**config.mk**
```make
export PLATFORM = sky130hd
export DESIGN_NAME = rtid_regs
export DESIGN_NICKNAME = d
export VERILOG_FILES = /design/src/rtid_pkg.sv /design/src/rtid_sync.sv /design/src/rtid_trig.sv /design/src/rtid_regs.sv
export VERILOG_INCLUDE_DIRS = /design/src
export SDC_FILE = /design/constraint.sdc
export NUM_CORES = 1
export LEC_CHECK = 0
export BUFFER_PORTS_ARGS = -buffer_cell sky130_fd_sc_hd__buf_2
export CAP_MARGIN = 20
export CORE_MARGIN = 2
export CORE_UTILIZATION = 58
export CTS_BUF_LIST = sky130_fd_sc_hd__clkbuf_4
export DETAILED_ROUTE_END_ITERATION = 7
export PLACE_DENSITY = 0.84
export SYNTH_ARGS = -nofsm -noshare
export SYNTH_HDL_FRONTEND = slang
export SYNTH_HIERARCHICAL = 1
export SYNTH_SLANG_ARGS = --single-unit
```
**constraint.sdc**
```tcl
create_clock -name core_clk_in -period 2.7 [get_ports core_clk_in]
set_clock_uncertainty 0.15 [all_clocks]
set_input_delay 0 -clock core_clk_in [delete_from_list [all_inputs] [get_ports core_clk_in]]
set_output_delay 0 -clock core_clk_in [all_outputs]
set_load 0.005 [all_outputs]
```
**src/rtid_defines.svh**
```systemverilog
// register offsets, field positions, reset values and frame constants
`ifndef RTID_DEFINES_SVH
`define RTID_DEFINES_SVH

// register offsets on the serial bus
`define RTID_ADDR_SWITCH 5'h00
`define RTID_ADDR_GROUP 5'h1b
`define RTID_ADDR_PWRTRIG 5'h1c
`define RTID_ADDR_PART 5'h1d
`define RTID_ADDR_MAKER 5'h1e
`define RTID_ADDR_IDENT 5'h1f

// power and trigger control field positions
`define RTID_PM_HI 7
`define RTID_PM_LO 6
`define RTID_MASK_HI 5
`define RTID_MASK_LO 3
`define RTID_TRIG_HI 2
`define RTID_TRIG_LO 0
`define RTID_SOFT_RST_BIT 7

// power state codes
`define RTID_PM_ACTIVE 2'h0
`define RTID_PM_STARTUP 2'h1
`define RTID_PM_LOWPWR 2'h2
`define RTID_PM_RESERVED 2'h3

// reset values
`define RTID_GROUP_ID_RST 4'h0
`define RTID_SLAVE_ID_RST 4'ha
`define RTID_PM_RST 2'h0
`define RTID_MASK_RST 3'h0
`define RTID_SWITCH_RST 7'h00

// identification codes, values arbitrary
`define RTID_PART_CODE 8'h3c
`define RTID_MAKER_CODE 8'h96
`define RTID_MAKER_BITS 2'h2

// frame layout
`define RTID_CMD_LAST 4'hc
`define RTID_DATA_LAST 4'h8
`define RTID_CMD_WRITE 2'h2
`define RTID_CMD_READ 2'h3
`define RTID_BROADCAST_ID 4'h0

`endif

```
**src/rtid_pkg.sv**
```systemverilog
// types shared by the trigger and identifier register bank
`default_nettype none
package rtid_pkg;
    // serial frame parser states
    typedef enum logic [2:0] {
        ST_IDLE,
        ST_ARMED,
        ST_CMD,
        ST_WDATA,
        ST_RPARK,
        ST_RDATA,
        ST_REND
    } rtid_state_t;
endpackage : rtid_pkg
`default_nettype wire

```
**src/rtid_sync.sv**
```systemverilog
// two-flop synchroniser for the serial clock and data pins
`timescale 1ns/1ps
`default_nettype none
module rtid_sync (
    input wire logic core_clk_in,
    input wire logic rst_n_in,
    input wire logic [1:0] async_in,
    output logic [1:0] sync_out
);
    logic [1:0] stage1;
    logic [1:0] stage2;

    // ------------------------------------------------------------
    // metastability stages, one pair per bit
    // ------------------------------------------------------------
    genvar g;
    generate
        for (g = 0; g < 2; g = g + 1) begin : g_bit
            always_ff @(posedge core_clk_in or negedge rst_n_in) begin
                if (!rst_n_in) begin
                    stage1[g] <= 1'b0;
                    stage2[g] <= 1'b0;
                end else begin
                    stage1[g] <= async_in[g];
                    stage2[g] <= stage1[g];
                end
            end
        end
    endgenerate

    assign sync_out = stage2;
endmodule : rtid_sync
`default_nettype wire

```
**src/rtid_trig.sv**
```systemverilog
// shadow and destination store for the triggerable switch control
`timescale 1ns/1ps
`default_nettype none
`include "rtid_defines.svh"
module rtid_trig (
    input wire logic core_clk_in,
    input wire logic rst_n_in,
    input wire logic wr_in,
    input wire logic [6:0] wr_data_in,
    input wire logic [2:0] masks_in,
    input wire logic [2:0] strobes_in,
    input wire logic defaults_in,
    output logic [6:0] switch_out,
    output logic [6:0] shadow_out
);
    logic fire;
    logic all_masked;
    logic [6:0] next_switch;
    logic [6:0] next_shadow;

    // ------------------------------------------------------------
    // shadow write, bypass and trigger transfer
    // ------------------------------------------------------------
    always_comb begin
        all_masked = &masks_in;
        fire = |(strobes_in & ~masks_in);
        next_switch = switch_out;
        next_shadow = shadow_out;
        if (defaults_in) begin
            next_switch = `RTID_SWITCH_RST;
            next_shadow = `RTID_SWITCH_RST;
        end else if (wr_in) begin
            next_shadow = wr_data_in;
            if (all_masked) begin
                next_switch = wr_data_in;
            end
        end else if (fire) begin
            next_switch = shadow_out;
        end
    end

    always_ff @(posedge core_clk_in or negedge rst_n_in) begin
        if (!rst_n_in) begin
            switch_out <= `RTID_SWITCH_RST;
            shadow_out <= `RTID_SWITCH_RST;
        end else begin
            switch_out <= next_switch;
            shadow_out <= next_shadow;
        end
    end
endmodule : rtid_trig
`default_nettype wire

```
**src/rtid_regs.sv**
```systemverilog
// serial bus slave with trigger, power state and identifier registers
//
// Overview of operation
// - power state bits 7:6: active, low, reserved
// - writing code 01 resets switch control and shadow, enters active
// - three trigger masks bits 5:3, reset zero
// - all masks set: writes bypass shadow stage
// - trigger 2 strobe loads pending shadow data
// - triggers 1 and 0 alias common transfer
// - unmasked trigger transfers all shadows; masked ignored
// - several triggers equal one single transfer
// - part code read-only, writes accepted, unchanged
// - slave identifier low four bits, reset 1010
// - soft reset keeps identifiers and power register
// - masks set: commit at end of write sequence
`timescale 1ns/1ps
`default_nettype none
`include "rtid_defines.svh"
module rtid_regs #(
    parameter logic [7:0] PART_CODE = `RTID_PART_CODE, // arbitrary value
    parameter logic [7:0] MAKER_CODE = `RTID_MAKER_CODE, // arbitrary value
    parameter logic [1:0] MAKER_BITS = `RTID_MAKER_BITS // arbitrary value
) (
    input wire logic core_clk_in,
    input wire logic rst_n_in,
    input wire logic sclk_in,
    input wire logic sdata_in,
    output logic sdata_out,
    output logic sdata_oe_n_out,
    output logic [1:0] power_state_out,
    output logic [6:0] switch_ctrl_out
);
    // ------------------------------------------------------------
    // declarations
    // ------------------------------------------------------------
    logic [1:0] pins_sync;
    logic sclk_s, sdata_s;
    logic sclk_q, sdata_q;
    logic sclk_rise, sclk_fall;
    rtid_pkg::rtid_state_t state, next_state;
    logic [3:0] cnt, next_cnt;
    logic [11:0] cmd, next_cmd;
    logic [7:0] shift, next_shift;
    logic hit_wr, next_hit_wr;
    logic wr_go, next_wr_go;
    logic [4:0] wr_addr, next_wr_addr;
    logic [7:0] wr_data, next_wr_data;
    logic [8:0] rd_shift, next_rd_shift;
    logic next_sdata, next_oe_n;
    logic [3:0] group_slave_identifier, next_group_slave_identifier;
    logic [3:0] unique_slave_identifier, next_unique_slave_identifier;
    logic [2:0] masks, next_masks;
    logic [1:0] next_pm;
    logic pm_wr, soft_rst, startup, sw_wr;
    logic [2:0] strobes;
    logic [6:0] shadow;

    // decide whether a command frame addresses this slave
    function automatic logic addr_hit(input logic [3:0] sa, input logic [3:0] uid,
                                      input logic [3:0] gid, input logic is_wr);
        addr_hit = (sa == uid) || (is_wr && ((sa == gid) || (sa == `RTID_BROADCAST_ID)));
    endfunction : addr_hit

    // read value of each register, unmapped reads as zero
    function automatic logic [7:0] rd_value(input logic [4:0] a);
        unique case (a)
            `RTID_ADDR_SWITCH: rd_value = {1'b0, switch_ctrl_out};
            `RTID_ADDR_GROUP: rd_value = {4'h0, group_slave_identifier};
            `RTID_ADDR_PWRTRIG: rd_value = {power_state_out, masks, 3'h0};
            `RTID_ADDR_PART: rd_value = PART_CODE;
            `RTID_ADDR_MAKER: rd_value = MAKER_CODE;
            `RTID_ADDR_IDENT: rd_value = {2'h0, MAKER_BITS, unique_slave_identifier};
            default: rd_value = 8'h00;
        endcase
    endfunction : rd_value

    // ------------------------------------------------------------
    // pin synchronisation and edge detection
    // ------------------------------------------------------------
    rtid_sync u_sync (
        .core_clk_in(core_clk_in),
        .rst_n_in(rst_n_in),
        .async_in({sclk_in, sdata_in}),
        .sync_out(pins_sync)
    );

    assign sclk_s = pins_sync[1];
    assign sdata_s = pins_sync[0];
    assign sclk_rise = sclk_s && !sclk_q;
    assign sclk_fall = !sclk_s && sclk_q;

    // ------------------------------------------------------------
    // frame parser next state
    // ------------------------------------------------------------
    always_comb begin
        next_state = state;
        next_cnt = cnt;
        next_cmd = cmd;
        next_shift = shift;
        next_hit_wr = hit_wr;
        next_wr_go = 1'b0;
        next_wr_addr = wr_addr;
        next_wr_data = wr_data;
        next_rd_shift = rd_shift;
        next_sdata = sdata_out;
        next_oe_n = sdata_oe_n_out;
        unique case (state)
            rtid_pkg::ST_IDLE: begin
                if (!sclk_s && sdata_s && !sdata_q) begin
                    next_state = rtid_pkg::ST_ARMED;
                end
            end
            rtid_pkg::ST_ARMED: begin
                if (sclk_s) begin
                    next_state = rtid_pkg::ST_IDLE;
                end else if (!sdata_s && sdata_q) begin
                    next_state = rtid_pkg::ST_CMD;
                    next_cnt = 4'h0;
                end
            end
            rtid_pkg::ST_CMD: begin
                if (sclk_fall) begin
                    next_cmd = {cmd[10:0], sdata_s};
                    next_cnt = cnt + 4'h1;
                    if (cnt == `RTID_CMD_LAST) begin
                        next_cnt = 4'h0;
                        next_state = rtid_pkg::ST_IDLE;
                        next_hit_wr = (^{cmd[11:0], sdata_s})
                            && addr_hit(cmd[11:8], unique_slave_identifier,
                                        group_slave_identifier,
                                        cmd[7] || cmd[6:5] == `RTID_CMD_WRITE);
                        next_wr_addr = cmd[4:0];
                        if (cmd[7]) begin
                            // register 0 short write commits at frame end
                            next_wr_go = next_hit_wr;
                            next_wr_addr = `RTID_ADDR_SWITCH;
                            next_wr_data = {1'b0, cmd[6:0]};
                        end else if (cmd[6:5] == `RTID_CMD_WRITE) begin
                            next_state = rtid_pkg::ST_WDATA;
                        end else if (cmd[6:5] == `RTID_CMD_READ && next_hit_wr
                                     && cmd[11:8] == unique_slave_identifier) begin
                            next_state = rtid_pkg::ST_RPARK;
                        end
                    end
                end
            end
            rtid_pkg::ST_WDATA: begin
                if (sclk_fall) begin
                    next_shift = {shift[6:0], sdata_s};
                    next_cnt = cnt + 4'h1;
                    if (cnt == `RTID_DATA_LAST) begin
                        // data frame with good odd parity commits at sequence end
                        next_wr_go = hit_wr && (^{shift[7:0], sdata_s});
                        next_wr_data = shift[7:0];
                        next_state = rtid_pkg::ST_IDLE;
                    end
                end
            end
            rtid_pkg::ST_RPARK: begin
                if (sclk_fall) begin
                    next_rd_shift = {rd_value(wr_addr), ~^rd_value(wr_addr)};
                    next_state = rtid_pkg::ST_RDATA;
                end
            end
            rtid_pkg::ST_RDATA: begin
                if (sclk_rise) begin
                    next_sdata = rd_shift[8];
                    next_oe_n = 1'b0;
                    next_rd_shift = {rd_shift[7:0], 1'b0};
                end
                if (sclk_fall) begin
                    next_cnt = cnt + 4'h1;
                    if (cnt == `RTID_DATA_LAST) begin
                        next_state = rtid_pkg::ST_REND;
                    end
                end
            end
            rtid_pkg::ST_REND: begin
                // bus park: drive low for one half cycle, then release
                if (sclk_rise) begin
                    next_sdata = 1'b0;
                end
                if (sclk_fall) begin
                    next_oe_n = 1'b1;
                    next_state = rtid_pkg::ST_IDLE;
                end
            end
            default: begin
                next_state = rtid_pkg::ST_IDLE;
            end
        endcase
    end

    always_ff @(posedge core_clk_in or negedge rst_n_in) begin
        if (!rst_n_in) begin
            sclk_q <= 1'b0;
            sdata_q <= 1'b0;
            state <= rtid_pkg::ST_IDLE;
            cnt <= 4'h0;
            cmd <= 12'h000;
            shift <= 8'h00;
            hit_wr <= 1'b0;
            wr_go <= 1'b0;
            wr_addr <= 5'h00;
            wr_data <= 8'h00;
            rd_shift <= 9'h000;
            sdata_out <= 1'b0;
            sdata_oe_n_out <= 1'b1;
        end else begin
            sclk_q <= sclk_s;
            sdata_q <= sdata_s;
            state <= next_state;
            cnt <= next_cnt;
            cmd <= next_cmd;
            shift <= next_shift;
            hit_wr <= next_hit_wr;
            wr_go <= next_wr_go;
            wr_addr <= next_wr_addr;
            wr_data <= next_wr_data;
            rd_shift <= next_rd_shift;
            sdata_out <= next_sdata;
            sdata_oe_n_out <= next_oe_n;
        end
    end

    // ------------------------------------------------------------
    // register write decode
    // ------------------------------------------------------------
    always_comb begin
        pm_wr = wr_go && (wr_addr == `RTID_ADDR_PWRTRIG);
        soft_rst = wr_go && (wr_addr == `RTID_ADDR_SWITCH) && wr_data[`RTID_SOFT_RST_BIT];
        startup = pm_wr && (wr_data[`RTID_PM_HI:`RTID_PM_LO] == `RTID_PM_STARTUP);
        sw_wr = wr_go && (wr_addr == `RTID_ADDR_SWITCH) && !wr_data[`RTID_SOFT_RST_BIT];
        strobes = pm_wr ? wr_data[`RTID_TRIG_HI:`RTID_TRIG_LO] : 3'h0;
        next_group_slave_identifier = group_slave_identifier;
        next_unique_slave_identifier = unique_slave_identifier;
        next_masks = masks;
        next_pm = power_state_out;
        if (wr_go && wr_addr == `RTID_ADDR_GROUP) begin
            next_group_slave_identifier = wr_data[3:0];
        end
        if (wr_go && wr_addr == `RTID_ADDR_IDENT) begin
            next_unique_slave_identifier = wr_data[3:0];
        end
        if (pm_wr) begin
            next_masks = wr_data[`RTID_MASK_HI:`RTID_MASK_LO];
            unique case (wr_data[`RTID_PM_HI:`RTID_PM_LO])
                `RTID_PM_ACTIVE: next_pm = `RTID_PM_ACTIVE;
                `RTID_PM_STARTUP: next_pm = `RTID_PM_ACTIVE;
                `RTID_PM_LOWPWR: next_pm = `RTID_PM_LOWPWR;
                `RTID_PM_RESERVED: next_pm = power_state_out;
            endcase
        end
    end

    // soft reset leaves identifiers and power register untouched
    always_ff @(posedge core_clk_in or negedge rst_n_in) begin
        if (!rst_n_in) begin
            group_slave_identifier <= `RTID_GROUP_ID_RST;
            unique_slave_identifier <= `RTID_SLAVE_ID_RST;
            masks <= `RTID_MASK_RST;
            power_state_out <= `RTID_PM_RST;
        end else begin
            group_slave_identifier <= next_group_slave_identifier;
            unique_slave_identifier <= next_unique_slave_identifier;
            masks <= next_masks;
            power_state_out <= next_pm;
        end
    end

    // ------------------------------------------------------------
    // triggerable switch control store
    // ------------------------------------------------------------
    rtid_trig u_trig (
        .core_clk_in(core_clk_in),
        .rst_n_in(rst_n_in),
        .wr_in(sw_wr),
        .wr_data_in(wr_data[6:0]),
        .masks_in(pm_wr ? wr_data[`RTID_MASK_HI:`RTID_MASK_LO] : masks),
        .strobes_in(strobes),
        .defaults_in(soft_rst || startup),
        .switch_out(switch_ctrl_out),
        .shadow_out(shadow)
    );
endmodule : rtid_regs
`default_nettype wire

```
==> impl_metrics.toml <==
[outcome]
status = "finished, final reports clean"

[worst_setup_path]
cp-end-kind = "flip-flop"
crit_required_ns = 2.89
cp.arrival_ns = 2.71
endpoint = "u_trig/switch_out[0]"
crit_chain = "nand3_1 -> nor4_2 -> buf_4 -> mux2_2 -> nand3_1 -> nand3b_1 -> o41ai_4 -> mux2_2"
worstRegToRegCells = 8
critical_path_class = "reg -> reg"
r2r_start = "wr_addr[3]"
cp.depth = 8
cp_max_fo = 7
r2r_end = "u_trig/switch_out[0]"
r2r_setup_slack_ns = 0.17
slowest_delay_ns = 0.43
cp-startpoint = "wr_addr[3]"
cpMaxStageDelayCell = "dfrtp_1"
path_buf_inv = 1
path_delay_family = "multiplexers"
crit_path_start_kind = "flip-flop"

[cts]
cts-root-buf = "clkbuf_4"
cts_buffer_depth = 2
cts.clk_slew.worst_paths_ns = 0.14
cts_tree = "yes"
cts.repair.resized = 0
htreeDepth = 3
clk-insertion-delay-late_ns = 0.44
clock_sinks = 85
cts_buffers = 9

[power]
finalPower_mw = 2.58
p_sw_uw = 787
p_int_mw = 1.79
swShare_pct = 30.5
p_clk_share_pct = 24.7
share_seq_of_total_power_pct = 55.6
p_leak_nw = 2.18
powerDensity_nw_per_um2 = 540
ir_drop_uv = 356
combPwrFrac_pct = 19.7

[yosys]
synth_edf_count = 0
synthArstFlopShare_pct = 100
yosysSeqAreaShare_pct = 48.7
ys_ff_latch = 85
synth_warnings = 6
synth_ff_type = "dfrtp_1"
synth_cell_types = 54
syn_nets = 426
netlist_area_um2 = 4370
avgSynthCellArea_um2 = 10.5
syn_inst = 418

[layout]
syn2layout_area_growth_pct = 9.33
drive_gt1_share_pct = 22.4
nets = 453
diodes = 0

[timing]
fmax_mhz = 396
hold_violations = 0
slew_violations = 0
worst_pin_slew_ns = 0.870
tns_ns = 0
post-route-min-period_ns = 2.53
final-setup-viol-count = 0
rsz0062_at_grt = "false"
fin_crit_sh_pct = 93.6
slew_headroom_pct = 41.6

[worst_hold_path]
hp-class = "in -> reg"

[place]
gp_congestion = 0.892
numPortBuffers = 13
dp_hpwl_mm = 6.52

[routing]
via_count = 3172
drc = 0
vias_per_cell = 5.78
dr.pass1.iters = 4
wl_per_cell_um = 16.5
dr.first_iter.drc_count = 330
drtAntennaViolNets = 0
routed_wl_mm = 9.07

[global_route]
antenna_found_initial = 0
grt_first_pass_wirelength_mm = 15.3
gr-usage-met2_pct = 36.9
grt_max_degree = 86
grt_pass1_vias = 3144
grt.total_usage_pct = 23.3
globalRouteMet3Util_pct = 4.34
met1_usage_pct = 31.6
busiest_layer = "met2"
overflow = 0

[die]
die_area_um2 = 8250
start_util_pct = 60.0
dieWidth_um = 90.8
row_count = 31
core_um2 = 7290
ioPinCount = 15
dieHeight_um = 90.8

[job]
maxCapViolCount = 0
## flip-flops by register name, indices dropped and copies added (netlist names), 2 cells and up
signal                   count
cmd                         12
wr_addr                      5
wr_data                      8
cnt                          4
u_trig/shadow_out            7
shift                        8
u_sync/stage1                2
group_slave_identifier       4
rd_shift                     9
masks                        3
u_trig/switch_out            7
u_sync/sync_out              2
unique_slave_identifier      4
state                        3
## how the worst min path moves through the flow
stage             start                to  cells past startpoint
2_1_floorplan  rst_n_in            cmd[0]                      0
3_3_place_gp    sclk_in  u_sync/stage1[1]                      1
3_5_place_dp   sdata_in  u_sync/stage1[0]                      1
4_1_cts        sdata_in  u_sync/stage1[0]                      2
5_1_grt        sdata_in  u_sync/stage1[0]                      2
6_report       sdata_in  u_sync/stage1[0]                      2
## cell usage in the layout (no fill, tap or decap), types with 2 or more instances in the layout
cell / instances
clkbuf_4: 12
mux2_2: 38
o22ai_1: 4
and2_1: 4
nand3_1: 18
a211oi_2: 2
nand2_1: 35
nor4_1: 3
a31oi_1: 4
nand4_1: 2
mux2i_1: 19
buf_2: 12
o21ai_0: 32
xnor2_1: 26
buf_4: 19
inv_1: 11
a211oi_1: 2
a21oi_1: 20
dlygate4sd3_1: 4
dfstp_2: 3
nor3_1: 6
or2_2: 2
nand3b_1: 4
nor2_1: 29
clkinv_2: 2
nor2b_1: 7
dfrtp_1: 82
ha_1: 4
nor3b_1: 2
clkinvlp_4: 2
nand2b_1: 8
xor2_1: 7
## power groups by stage
| stage | registers [mW] | clock network (mW) | logic (mW) |
|---|---|---|---|
| 2_1_floorplan | 1.42 | 0 | 0.391 |
| 3_3_place_gp | 1.45 | 0 | 0.487 |
| 3_5_place_dp | 1.46 | 0 | 0.501 |
| 4_1_cts | 1.43 | 0.648 | 0.506 |
| 5_1_grt | 1.44 | 0.708 | 0.564 |
| 6_report | 1.43 | 0.638 | 0.508 |
## routing by layer
layer	wire length [µm]	up-vias	share of wire, %
met4	230	0	2.5
li1	-	1517	-
met2	4350	55	48
met3	267	21	2.9
met5	0	-	0
met1	4220	1579	47
## cells in the mapped netlist, types with 6 or more instances
| cell | count | share of area (%) |
|---|---|---|
| dfrtp_1 | 82 | 47 |
| mux2_2 | 38 | 9.8 |
| nand2_1 | 35 | 3.0 |
| o21ai_0 | 32 | 3.7 |
| nor2_1 | 29 | 2.5 |
| xnor2_1 | 26 | 5.2 |
| a21oi_1 | 20 | 2.3 |
| mux2i_1 | 19 | 4.4 |
| nand3_1 | 18 | 2.1 |
| clkbuf_1 | 13 | 1.1 |
| inv_1 | 11 | 0.94 |
| nand2b_1 | 8 | 1.1 |
| nor2b_1 | 7 | 1.0 |
| xor2_1 | 7 | 1.4 |
| nor3_1 | 6 | 0.69 |
## worst reg2reg max path, delay by kind of cell (launching register included)
| kind | cells | cell delay [ns] |
|---|---|---|
| compound gates | 1 | 0.14 |
| buf+inv | 1 | 0.23 |
| flops | 1 | 0.43 |
| mux | 2 | 0.77 |
| simple gates | 4 | 0.71 |
## what timing repair did
action                     CTS  global route
hold buffers                 3             1
setup endpoints to repair    0             7
hold endpoints to repair    84            23
setup buffers                0             5
## stage by stage
| step | worst slack (ns) | hold slack [ns] | instances | utilization (%) | area (µm²) |
|---|---|---|---|---|---|
| 2_1_floorplan | 0.0350 | -0.446 | 418 | - | 4370 |
| 3_3_place_gp | 0.259 | -0.0425 | 523 | 62.5 | 4560 |
| 3_5_place_dp | 0.130 | -0.0403 | 523 | 62.5 | 4560 |
| 4_1_cts | 0.112 | 0.0333 | 542 | 64.5 | 4700 |
| 5_1_grt | 0.0228 | 0.0372 | 549 | 65.5 | 4780 |
| 6_report | 0.172 | 0.0540 | 549 | 65.5 | 4780 |
## kinds of logic (layout without fill, tap and decap cells)
logic type,count (synthesis),after routing,synth area share (%)
other,1,1,0.0858
AO/OA/AOI/OAI,78,78,11.1
adder cells (fa/ha/maj),4,4,1.14
flip-flops,85,85,48.7
multiplexers,57,57,14.1
AND/OR/NAND/NOR,128,128,14.8
buffers and inverters,32,64,3.35
XOR/XNOR,33,33,6.61
## final cells by class
class                   count  area, µm²
repair buffers             36        270
fillers                   600       2510
flip-flops and latches     85       2130
multi-input cells         301       2090
clock inverters             4       25.0
inverters                  12       45.0
clock buffers              12       90.1
well taps                  99        124
No activity file was read; power rests on OpenSTA's default activity.
